File: config.mk
export PLATFORM = sky130hd
export DESIGN_NAME = homing_and_soft_limit_logic
export DESIGN_NICKNAME = d
export VERILOG_FILES = /design/src/rtl/hom_pkg.sv /design/src/rtl/homing_and_soft_limit_logic.sv
export SDC_FILE = /design/constraint.sdc
export NUM_CORES = 1
export LEC_CHECK = 0
export BUFFER_PORTS_ARGS = -buffer_cell sky130_fd_sc_hd__buf_2
export CORE_MARGIN = 8
export CORE_UTILIZATION = 55
export CTS_CLUSTER_DIAMETER = 40
export CTS_CLUSTER_SIZE = 20
export DETAILED_ROUTE_END_ITERATION = 6
export GPL_ROUTABILITY_DRIVEN = 0
export PLACE_DENSITY = 0.77
export SLEW_MARGIN = 0
export SYNTH_ARGS = -nofsm -noshare
export SYNTH_HDL_FRONTEND = slang
export SYNTH_SLANG_ARGS = --single-unit
File: constraint.sdc
create_clock -name clk_in -period 11 [get_ports clk_in]
set_clock_uncertainty 0.1 [all_clocks]
set_input_delay 1.65 -clock clk_in [delete_from_list [all_inputs] [get_ports clk_in]]
set_output_delay 1.65 -clock clk_in [all_outputs]
set_load 0.01 [all_outputs]
File: src/rtl/hom_pkg.sv
package hom_pkg;
  // register byte addresses
  localparam logic [7:0] OFS_CTRL = 8'h00;
  localparam logic [7:0] OFS_METHOD = 8'h04;
  localparam logic [7:0] OFS_SOFT_LIMIT_POSITIVE = 8'h08;
  localparam logic [7:0] OFS_SOFT_LIMIT_NEGATIVE = 8'h0C;
  localparam logic [7:0] OFS_REACTION = 8'h10;
  localparam logic [7:0] OFS_STATUS = 8'h14;
  localparam logic [7:0] OFS_TARGET = 8'h18;
  // control fields
  localparam int CTRL_START_BIT = 0;
  localparam int CTRL_MODE_LSB = 1;
  localparam int CTRL_EDIR_BIT = 3;
  localparam int CTRL_ESTOP_BIT = 4;
  // status fields
  localparam int ST_HOMED = 0;
  localparam int ST_BUSY = 1;
  localparam int ST_UNSUP = 2;
  localparam int ST_WARN = 3;
  localparam int ST_FAULT = 4;
  localparam int ST_ENDLESS = 5;
  localparam int ST_DIR = 6;
  // reset values
  localparam logic [31:0] SOFT_LIMIT_RST = 32'h0000_0000;
  localparam logic [5:0] METHOD_RST = 6'h00;
  // method codes
  localparam logic [5:0] M_CAM_FIRST = 6'h0B;
  localparam logic [5:0] M_CAM_LAST = 6'h0E;
  localparam logic [5:0] M_NOIDX_OFS = 6'h10;
  localparam logic [5:0] M_IDX_NEG = 6'h21;
  localparam logic [5:0] M_IDX_POS = 6'h22;
  localparam logic [5:0] M_HERE = 6'h23;
  typedef enum logic [1:0] {MODE_ABS, MODE_REL, MODE_ENDLESS} pos_mode_t;
  typedef enum logic [1:0] {reaction_none, reaction_warning, reaction_fault} reaction_t;
  typedef enum logic [1:0] {EV_RISE, EV_FALL, EV_LEVEL} cam_ev_t;
  typedef enum logic [1:0] {SC_FREE, SC_CAM, SC_LIMIT} scen_t;
  typedef enum logic [1:0] {HS_IDLE, HS_SEEK, HS_ARMED} home_state_t;
endpackage

File: src/rtl/homing_and_soft_limit_logic.sv
// The register addresses and the APB register port were decided locally.
`timescale 1ns/1ps
`default_nettype none
module homing_and_soft_limit_logic (
  input wire logic clk_in,
  input wire logic rst_n_in,
  input wire logic psel_in,
  input wire logic penable_in,
  input wire logic pwrite_in,
  input wire logic [7:0] paddr_in,
  input wire logic [31:0] pwdata_in,
  output logic [31:0] prdata_out,
  output logic pready_out,
  output logic pslverr_out,
  input wire logic cam_in,
  input wire logic lim_neg_in,
  input wire logic index_in,
  input wire logic [31:0] position_in,
  input wire logic positioning_in,
  output logic home_move_out,
  output logic home_dir_out,
  output logic zero_found_out,
  output logic [31:0] zero_pos_out,
  output logic homed_out,
  output logic move_release_out,
  output logic [31:0] target_out,
  output logic target_reject_out,
  output logic endless_move_out,
  output logic endless_dir_out,
  output logic rapid_stop_out,
  output logic warning_out,
  output logic fault_out
);
  // bus and register file state
  logic pready_r, pready_nxt;
  logic pslverr_r, pslverr_nxt;
  logic [31:0] prdata_r, prdata_nxt;
  logic [1:0] mode_r, mode_nxt; // positioning mode of next target
  logic edir_cfg_r, edir_cfg_nxt; // endless direction, 1 = positive
  logic [5:0] method_r, method_nxt;
  logic [31:0] slp_r, slp_nxt; // soft_limit_positive
  logic [31:0] sln_r, sln_nxt; // soft_limit_negative
  logic [1:0] react_r, react_nxt; // soft_limit_fault_reaction
  // homing state
  hom_pkg::home_state_t hs_r, hs_nxt;
  logic hdir_r, hdir_nxt; // 1 = toward positive limit
  logic [1:0] ev_r, ev_nxt; // cam event awaited now
  logic rev_r, rev_nxt; // reverse on that event
  logic [1:0] ev2_r, ev2_nxt; // event awaited after reversal
  logic free_r, free_nxt; // still in free start, limit may reverse
  logic lvl_r, lvl_nxt; // index counts only while cam active
  logic noidx_r, noidx_nxt; // edge alone fixes zero
  logic [1:0] base_r, base_nxt; // method minus first cam method, less 16 for edge-only codes
  logic move_r, move_nxt;
  logic homed_r, homed_nxt;
  logic unsup_r, unsup_nxt;
  logic zero_r, zero_nxt;
  logic [31:0] zpos_r, zpos_nxt;
  logic cam_q_r; // cam one cycle ago, for edges
  // soft limit state
  logic [31:0] tgt_r, tgt_nxt;
  logic rel_r, rel_nxt;
  logic rej_r, rej_nxt;
  logic endl_r, endl_nxt;
  logic edir_r, edir_nxt;
  logic rstop_r, rstop_nxt;
  logic warn_r, warn_nxt;
  logic fault_r, fault_nxt;
  // decoded strobes
  logic acc, wr_en, start, wr_tgt, sl_en, sl_evt, found, hit;
  logic cam_rise, cam_fall;
  logic [31:0] tgt_calc;
  logic [4:0] plan;
  logic [5:0] mofs;

  // search plan: {first event, reverse on it, event after reversal}
  function automatic logic [4:0] plan_f(input logic [1:0] b, input hom_pkg::scen_t sc);
    logic [4:0] p;
    p = {hom_pkg::EV_FALL, 1'b0, hom_pkg::EV_FALL}; // pass cam, take index
    case (sc)
      hom_pkg::SC_FREE: begin
        case (b)
          2'd0: p = {hom_pkg::EV_RISE, 1'b1, hom_pkg::EV_FALL};
          2'd1: p = {hom_pkg::EV_LEVEL, 1'b0, hom_pkg::EV_LEVEL};
          2'd2: p = {hom_pkg::EV_FALL, 1'b1, hom_pkg::EV_RISE};
          default: p = {hom_pkg::EV_FALL, 1'b0, hom_pkg::EV_FALL};
        endcase
      end
      hom_pkg::SC_CAM: begin
        // 11 and 14 take index after fall, 12 and 13 reverse
        if (b == 2'd1 || b == 2'd2) begin
          p = {hom_pkg::EV_FALL, 1'b1, hom_pkg::EV_RISE};
        end
      end
      default: begin
        case (b)
          2'd0: p = {hom_pkg::EV_FALL, 1'b0, hom_pkg::EV_FALL};
          2'd1: p = {hom_pkg::EV_FALL, 1'b1, hom_pkg::EV_RISE};
          2'd2: p = {hom_pkg::EV_LEVEL, 1'b0, hom_pkg::EV_LEVEL};
          default: p = {hom_pkg::EV_RISE, 1'b1, hom_pkg::EV_FALL};
        endcase
      end
    endcase
    return p;
  endfunction

  // signed window test, limits inclusive
  function automatic logic in_range_f(input logic [31:0] t, input logic [31:0] lo,
                                      input logic [31:0] hi);
    return ($signed(t) >= $signed(lo)) && ($signed(t) <= $signed(hi));
  endfunction

  // strobes: a write lands only on the completing access edge
  assign acc = psel_in & penable_in;
  assign wr_en = acc & pready_r & pwrite_in;
  assign start = wr_en && paddr_in == hom_pkg::OFS_CTRL && pwdata_in[hom_pkg::CTRL_START_BIT];
  assign wr_tgt = wr_en && paddr_in == hom_pkg::OFS_TARGET;
  assign cam_rise = cam_in & ~cam_q_r;
  assign cam_fall = ~cam_in & cam_q_r;
  // limits live only when positioning, homed, and not both zero
  assign sl_en = homed_r & positioning_in &
                 ~(slp_r == 32'h0000_0000 && sln_r == 32'h0000_0000);
  assign tgt_calc = (mode_r == hom_pkg::MODE_REL) ? position_in + pwdata_in : pwdata_in;
  assign mofs = method_r - hom_pkg::M_NOIDX_OFS;

  // bus slave: one wait state so read data comes from a flop
  always_comb begin
    pready_nxt = acc & ~pready_r;
    pslverr_nxt = 1'b0;
    prdata_nxt = prdata_r;
    mode_nxt = mode_r;
    edir_cfg_nxt = edir_cfg_r;
    method_nxt = method_r;
    slp_nxt = slp_r;
    sln_nxt = sln_r;
    react_nxt = react_r;
    if (acc & ~pready_r) begin
      prdata_nxt = 32'h0000_0000;
      if (paddr_in == hom_pkg::OFS_CTRL) begin
        prdata_nxt[hom_pkg::CTRL_MODE_LSB +: 2] = mode_r;
        prdata_nxt[hom_pkg::CTRL_EDIR_BIT] = edir_cfg_r;
      end else if (paddr_in == hom_pkg::OFS_METHOD) begin
        prdata_nxt[5:0] = method_r;
      end else if (paddr_in == hom_pkg::OFS_SOFT_LIMIT_POSITIVE) begin
        prdata_nxt = slp_r;
      end else if (paddr_in == hom_pkg::OFS_SOFT_LIMIT_NEGATIVE) begin
        prdata_nxt = sln_r;
      end else if (paddr_in == hom_pkg::OFS_REACTION) begin
        prdata_nxt[1:0] = react_r;
      end else if (paddr_in == hom_pkg::OFS_STATUS) begin
        prdata_nxt[hom_pkg::ST_HOMED] = homed_r;
        prdata_nxt[hom_pkg::ST_BUSY] = move_r;
        prdata_nxt[hom_pkg::ST_UNSUP] = unsup_r;
        prdata_nxt[hom_pkg::ST_WARN] = warn_r;
        prdata_nxt[hom_pkg::ST_FAULT] = fault_r;
        prdata_nxt[hom_pkg::ST_ENDLESS] = endl_r;
        prdata_nxt[hom_pkg::ST_DIR] = hdir_r;
      end else if (paddr_in == hom_pkg::OFS_TARGET) begin
        prdata_nxt = tgt_r;
      end else begin
        pslverr_nxt = 1'b1; // unmapped address
      end
    end
    // writes; status and target side effects live in the limit group
    if (wr_en) begin
      if (paddr_in == hom_pkg::OFS_CTRL) begin
        mode_nxt = pwdata_in[hom_pkg::CTRL_MODE_LSB +: 2];
        edir_cfg_nxt = pwdata_in[hom_pkg::CTRL_EDIR_BIT];
      end else if (paddr_in == hom_pkg::OFS_METHOD) begin
        method_nxt = pwdata_in[5:0];
      end else if (paddr_in == hom_pkg::OFS_SOFT_LIMIT_POSITIVE) begin
        slp_nxt = pwdata_in;
      end else if (paddr_in == hom_pkg::OFS_SOFT_LIMIT_NEGATIVE) begin
        sln_nxt = pwdata_in;
      end else if (paddr_in == hom_pkg::OFS_REACTION) begin
        react_nxt = pwdata_in[1:0];
      end
    end
  end

  always_ff @(posedge clk_in or negedge rst_n_in) begin
    if (!rst_n_in) begin
      pready_r <= 1'b0;
      pslverr_r <= 1'b0;
      prdata_r <= 32'h0000_0000;
      mode_r <= hom_pkg::MODE_ABS;
      edir_cfg_r <= 1'b0;
      method_r <= hom_pkg::METHOD_RST;
      slp_r <= hom_pkg::SOFT_LIMIT_RST;
      sln_r <= hom_pkg::SOFT_LIMIT_RST;
      react_r <= hom_pkg::reaction_none;
    end else begin
      pready_r <= pready_nxt;
      pslverr_r <= pslverr_nxt;
      prdata_r <= prdata_nxt;
      mode_r <= mode_nxt;
      edir_cfg_r <= edir_cfg_nxt;
      method_r <= method_nxt;
      slp_r <= slp_nxt;
      sln_r <= sln_nxt;
      react_r <= react_nxt;
    end
  end

  // homing search: seek cam events, then qualify the zero point
  always_comb begin
    hs_nxt = hs_r;
    hdir_nxt = hdir_r;
    ev_nxt = ev_r;
    rev_nxt = rev_r;
    ev2_nxt = ev2_r;
    free_nxt = free_r;
    lvl_nxt = lvl_r;
    noidx_nxt = noidx_r;
    base_nxt = base_r;
    homed_nxt = homed_r;
    unsup_nxt = unsup_r;
    zpos_nxt = zpos_r;
    found = 1'b0;
    plan = 5'h00;
    case (ev_r)
      hom_pkg::EV_RISE: hit = cam_rise;
      hom_pkg::EV_FALL: hit = cam_fall;
      default: hit = cam_in;
    endcase
    if (start) begin
      // a new search drops the old zero point
      homed_nxt = 1'b0;
      unsup_nxt = 1'b0;
      lvl_nxt = 1'b0;
      free_nxt = 1'b0;
      noidx_nxt = 1'b0;
      hs_nxt = hom_pkg::HS_IDLE;
      if ((method_r >= hom_pkg::M_CAM_FIRST && method_r <= hom_pkg::M_CAM_LAST) ||
          (mofs >= hom_pkg::M_CAM_FIRST && mofs <= hom_pkg::M_CAM_LAST)) begin
        noidx_nxt = method_r > hom_pkg::M_CAM_LAST;
        base_nxt = noidx_nxt ? 2'(mofs - hom_pkg::M_CAM_FIRST) :
                               2'(method_r - hom_pkg::M_CAM_FIRST);
        if (cam_in) begin
          // 11 and 12 leave the cam toward positive, 13 and 14 negative
          hdir_nxt = ~base_nxt[1];
          plan = plan_f(base_nxt, hom_pkg::SC_CAM);
        end else if (lim_neg_in) begin
          hdir_nxt = 1'b1; // already on the limit: as if reversed there
          plan = plan_f(base_nxt, hom_pkg::SC_LIMIT);
        end else begin
          hdir_nxt = 1'b0;
          free_nxt = 1'b1;
          plan = plan_f(base_nxt, hom_pkg::SC_FREE);
        end
        {ev_nxt, rev_nxt, ev2_nxt} = plan;
        hs_nxt = hom_pkg::HS_SEEK;
      end else if (method_r == hom_pkg::M_IDX_NEG || method_r == hom_pkg::M_IDX_POS) begin
        hdir_nxt = method_r == hom_pkg::M_IDX_POS;
        hs_nxt = hom_pkg::HS_ARMED;
      end else if (method_r == hom_pkg::M_HERE) begin
        found = 1'b1; // no motion, position kept as is
      end else begin
        unsup_nxt = 1'b1; // 15, 16, 31, 32 and undefined codes
      end
    end else begin
      case (hs_r)
        hom_pkg::HS_SEEK: begin
          if (free_r && lim_neg_in && !hdir_r) begin
            hdir_nxt = 1'b1;
            free_nxt = 1'b0;
            plan = plan_f(base_r, hom_pkg::SC_LIMIT);
            {ev_nxt, rev_nxt, ev2_nxt} = plan;
          end else if (hit) begin
            if (rev_r) begin
              hdir_nxt = ~hdir_r;
              ev_nxt = ev2_r;
              rev_nxt = 1'b0;
            end else if (noidx_r) begin
              found = 1'b1;
            end else begin
              hs_nxt = hom_pkg::HS_ARMED;
              lvl_nxt = ev_r == hom_pkg::EV_LEVEL;
            end
          end
        end
        hom_pkg::HS_ARMED: begin
          // level plans need the cam active under the index
          if (index_in && (cam_in || !lvl_r)) begin
            found = 1'b1;
          end
        end
        default: begin
        end
      endcase
    end
    if (found) begin
      hs_nxt = hom_pkg::HS_IDLE;
      homed_nxt = 1'b1;
      zpos_nxt = position_in;
    end
    zero_nxt = found;
    move_nxt = hs_nxt != hom_pkg::HS_IDLE;
  end

  always_ff @(posedge clk_in or negedge rst_n_in) begin
    if (!rst_n_in) begin
      hs_r <= hom_pkg::HS_IDLE;
      hdir_r <= 1'b0;
      ev_r <= hom_pkg::EV_RISE;
      rev_r <= 1'b0;
      ev2_r <= hom_pkg::EV_RISE;
      free_r <= 1'b0;
      lvl_r <= 1'b0;
      noidx_r <= 1'b0;
      base_r <= 2'd0;
      move_r <= 1'b0;
      homed_r <= 1'b0;
      unsup_r <= 1'b0;
      zero_r <= 1'b0;
      zpos_r <= 32'h0000_0000;
      cam_q_r <= 1'b0;
    end else begin
      hs_r <= hs_nxt;
      hdir_r <= hdir_nxt;
      ev_r <= ev_nxt;
      rev_r <= rev_nxt;
      ev2_r <= ev2_nxt;
      free_r <= free_nxt;
      lvl_r <= lvl_nxt;
      noidx_r <= noidx_nxt;
      base_r <= base_nxt;
      move_r <= move_nxt;
      homed_r <= homed_nxt;
      unsup_r <= unsup_nxt;
      zero_r <= zero_nxt;
      zpos_r <= zpos_nxt;
      cam_q_r <= cam_in;
    end
  end

  // soft limits: target check, endless watch, sticky reaction flags
  always_comb begin
    tgt_nxt = tgt_r;
    rel_nxt = 1'b0;
    rej_nxt = 1'b0;
    endl_nxt = endl_r;
    edir_nxt = edir_r;
    rstop_nxt = 1'b0;
    sl_evt = 1'b0;
    warn_nxt = warn_r;
    fault_nxt = fault_r;
    if (wr_en && paddr_in == hom_pkg::OFS_STATUS) begin
      // write one to clear; a same-cycle event below wins
      warn_nxt = warn_r & ~pwdata_in[hom_pkg::ST_WARN];
      fault_nxt = fault_r & ~pwdata_in[hom_pkg::ST_FAULT];
    end
    if (wr_en && paddr_in == hom_pkg::OFS_CTRL && pwdata_in[hom_pkg::CTRL_ESTOP_BIT]) begin
      endl_nxt = 1'b0;
    end
    if (wr_tgt) begin
      if (mode_r == hom_pkg::MODE_ENDLESS) begin
        endl_nxt = 1'b1;
        edir_nxt = edir_cfg_r;
      end else if (sl_en && !in_range_f(tgt_calc, sln_r, slp_r)) begin
        rej_nxt = 1'b1; // no motion for this target
        sl_evt = 1'b1;
      end else begin
        rel_nxt = 1'b1;
        tgt_nxt = tgt_calc;
      end
    end
    if (endl_r && sl_en &&
        ((edir_r && $signed(position_in) >= $signed(slp_r)) ||
         (!edir_r && $signed(position_in) <= $signed(sln_r)))) begin
      endl_nxt = 1'b0;
      rstop_nxt = 1'b1; // whatever the reaction setting
      sl_evt = 1'b1;
    end
    if (sl_evt) begin
      // configured reaction; none still blocks or stops the motion
      if (react_r == hom_pkg::reaction_warning) begin
        warn_nxt = 1'b1;
      end else if (react_r == hom_pkg::reaction_fault) begin
        fault_nxt = 1'b1;
      end
    end
  end

  always_ff @(posedge clk_in or negedge rst_n_in) begin
    if (!rst_n_in) begin
      tgt_r <= 32'h0000_0000;
      rel_r <= 1'b0;
      rej_r <= 1'b0;
      endl_r <= 1'b0;
      edir_r <= 1'b0;
      rstop_r <= 1'b0;
      warn_r <= 1'b0;
      fault_r <= 1'b0;
    end else begin
      tgt_r <= tgt_nxt;
      rel_r <= rel_nxt;
      rej_r <= rej_nxt;
      endl_r <= endl_nxt;
      edir_r <= edir_nxt;
      rstop_r <= rstop_nxt;
      warn_r <= warn_nxt;
      fault_r <= fault_nxt;
    end
  end

  assign prdata_out = prdata_r;
  assign pready_out = pready_r;
  assign pslverr_out = pslverr_r;
  assign home_move_out = move_r;
  assign home_dir_out = hdir_r;
  assign zero_found_out = zero_r;
  assign zero_pos_out = zpos_r;
  assign homed_out = homed_r;
  assign move_release_out = rel_r;
  assign target_out = tgt_r;
  assign target_reject_out = rej_r;
  assign endless_move_out = endl_r;
  assign endless_dir_out = edir_r;
  assign rapid_stop_out = rstop_r;
  assign warning_out = warn_r;
  assign fault_out = fault_r;

  logic unsup_out_chk; // unsupported status with no motion and no zero point

  assign unsup_out_chk = unsup_r && !home_move_out && !homed_out;
endmodule
`default_nettype wire

==> results.cfg <==
[outcome]
status = completed

[timing]
min_period_over_period_pct = 68.05
max-slew-margin-rel_pct = 23.12
max_clock_freq_ghz = 0.1336
unrepaired_setup_endpoints_after_global_routing = false
tightestPinTransition_ps = 1153
finalMaxSlewViolations = 0
hold_viol = 0
fin_tns_setup_ps = 0
period_minus_slack_ps = 7485
fin_ws_ps = 3515
finalSetupViolations = 0

[worst_setup_path]
timing.critical_path.from = pwdata_in[4]
cp_data_arrival_time_ps = 7710
crit_path_start_kind = primary input
origin_of_the_critical_flop_to_flop_path = mode_r[1]
timing.setup.critical_path_class = in2reg
worstSetupEndpointType = flop
reg2reg_setup_slack_ps = 5400
crit_fanout = 23
critical_path_required_ps = 11220

[drt]
wire_length_on_met1_microns = 17860
detail_route.first_pass.iterations = 6
wl_met2_microns = 20340
via_count = 12736
routed.top_layer = met4
route.final.wire_length_microns = 44480
wl_met3_microns = 4284
avgRoutedWirePerCell_microns = 22.07
detail_route.vias_per_cell = 6.321
drt_first_iter_violations = 1330
detail-route-antenna-nets = 0
drc = 0

[floorplan]
die_area_sq_um = 30570
die_height_microns = 174.9
initial_core_utilization_pct = 55.60
num_io_pins = 190
design.core.area_sq_um = 24960
floorplan.rows = 58
die_width_microns = 174.9

[cells_and_area]
final_core_utilization_pct = 62.66
final_cell_mix = 199 x sky130_fd_sc_hd__nand2_1, 198 x sky130_fd_sc_hd__dfrtp_1, 188 x sky130_fd_sc_hd__buf_2
finish.cell_count_without_fillers = 2015
finalInstanceArea_sq_um = 15640
fraction_of_layout_cells_with_a_size_suffix_above_1_pct = 20.24
fin_nets = 1924
nFillCells = 2149
most_frequent_standard_cell_in_the_layout_excluding_fill_and_tap_cells = sky130_fd_sc_hd__nand2_1
antennaDiodeCount = 0
area_delta_synth_final_pct = 12.69

[grt]
maximum_number_of_pins_on_one_net_before_global_route_repair = 137
antenna_violations_before_repair = 0
first_global_vias = 12621
grt_first_pass_wirelength_microns = 69200
track_usage_pct = 28.46
globalRouteOverflowTotal = 0

[placed_design]
detailed_place.area_sq_um = 15090
port_buffers = 189
placed_cells_incl_taps = 1983
dpl.hpwl_microns = 34110
dpl_worst_slack_ps = 3308

[synthesis]
synthCells = 1509
mappedNetlistNets = 1761
postSynth.asyncResetShare_pct = 100.0
ys_seq_elements = 198
ys_seq_area_share_pct = 35.70
synth-main-ff-cell = sky130_fd_sc_hd__dfrtp_1
post_synthesis_instance_area_sq_um = 13880
count_of_distinct_cell_types_in_the_synthesized_netlist = 71
synth_edf_count = 0
syn-mean-instance-area_sq_um = 9.198
ys.warnings.count = 0

[power_and_ir_drop]
maximum_vdd_drop_uv = 82.93
power-per-cell-area_nw_per_um2 = 121.2
power_leakage_nw = 7.957

[clock_network]
cts_inserted_buffers = 17
clkSlewWorstSetupHoldPaths_ps = 70
hold_bufs_at_cts = 0
clock_insertion_delay_worst_skew_ps = 450
cts_setup_buffers = 0
cts_tree = yes
cts_num_sinks = 198
htreeDepth = 4
cts_repair_resize_count = 0
clock_tree.buffer_depth = 2
ctsRootBufferMaster = sky130_fd_sc_hd__clkbuf_16

[min_path]
hold_sp = prdata_out[1]
holdCritPathClass = reg2reg

[flow_run]
max-cap-violations = 0
synthesized netlist by cell type (all sizes together), types with 7 or more instances:
library cell,instances,area [sq um]
a21o,31,232.7
inv,96,360.4
ha,170,2127
nand3,14,70.07
nand2b,11,68.82
a31oi,16,100.1
xnor2,15,131.4
buf,15,101.3
o211ai,18,135.1
o21a,11,82.58
a211oi,7,52.55
nor4,21,131.4
nor2,76,285.3
a21oi,118,590.6
mux2,97,1182
nand2,199,747.0
nand4,33,206.5
and3,15,93.84
dfrtp,198,4955
nor3,20,100.1
o31ai,9,67.56
nor2b,11,76.32
clkbuf,40,150.1
xor2,12,105.1
o21ai,138,690.7
mux2i,30,300.3
metal layers:
layer | vias to the layer above | GRT usage, %
li1 | 5792 | -
met1 | 6171 | 35.92
met2 | 655 | 45.36
met3 | 118 | 6.670
met4 | 0 | 13.71
met5 | - | 0
logic make-up after synthesis:
kind of cell	Yosys count	synth area share [%]
compound gates	395	16.97
xor+xnor	27	1.704
fa+ha+maj	171	15.47
buf+inv	151	4.408
flops	198	35.70
mux	127	10.68
simple gates	440	15.06
through the flow:
stage / hold WS (ps) / total power [mW]
2_1_floorplan: 353.9 / 1.127
3_3_place_gp: 357.7 / 1.287
3_5_place_dp: 364.4 / 1.301
4_1_cts: 381.1 / 1.900
5_1_grt: 401.1 / 1.973
6_report: 375.9 / 1.895
where the power goes:
group	total [mW]	internal (mW)	switching (mW)
clock	0.606	0.297	0.309
combinational	0.458	0.213	0.245
sequential	0.832	0.794	0.0372
total	1.90	1.30	0.591
worst paths after layout:
check | to | cells after the start
worst max-delay path | target_out[15] | 21
worst min-delay path | prdata_out[1] | 2
worst max register to register | target_out[15] | 16
worst min register to register | prdata_out[1] | 2
max in group asynchronous | slp_r[30] | 2
min in group asynchronous | prdata_out[11] | 1
cell type report:
class                   instances  area, sq um  area share (%)
flip-flops and latches        198         4955           31.68
multi-input cells            1160         8335           53.29
clock buffers                  19        432.9           2.768
well taps                     330        412.9           2.640
clock inverters                13        115.1          0.7359
repair buffers                199         1030           6.583
inverters                      96        360.3           2.304
flip-flops by register name (all words and copies together) (netlist names), 2 cells and up:
name / count
base_r: 2
ev2_r: 2
ev_r: 2
hs_r: 2
method_r: 6
mode_r: 2
prdata_out: 32
react_r: 2
sln_r: 32
slp_r: 32
target_out: 32
zero_pos_out: 32
worst max-delay path: stages:
cell	delay, ps
sky130_fd_sc_hd__buf_2	170
sky130_fd_sc_hd__ha_1	370
sky130_fd_sc_hd__o211ai_1	140
sky130_fd_sc_hd__o211ai_1	270
sky130_fd_sc_hd__a41oi_1	290
sky130_fd_sc_hd__o22ai_1	640
sky130_fd_sc_hd__a311o_1	320
sky130_fd_sc_hd__o21ai_0	100
sky130_fd_sc_hd__and3_1	180
sky130_fd_sc_hd__o21ai_0	280
sky130_fd_sc_hd__nand2_1	140
sky130_fd_sc_hd__ha_1	320
sky130_fd_sc_hd__nand4_1	120
sky130_fd_sc_hd__nor4_1	400
sky130_fd_sc_hd__nand2_1	170
sky130_fd_sc_hd__o31ai_1	230
sky130_fd_sc_hd__or4_1	140
sky130_fd_sc_hd__o311ai_0	250
sky130_fd_sc_hd__a21boi_4	750
sky130_fd_sc_hd__buf_4	400
sky130_fd_sc_hd__mux2_2	370
Power figures use the tool's default switching activity.
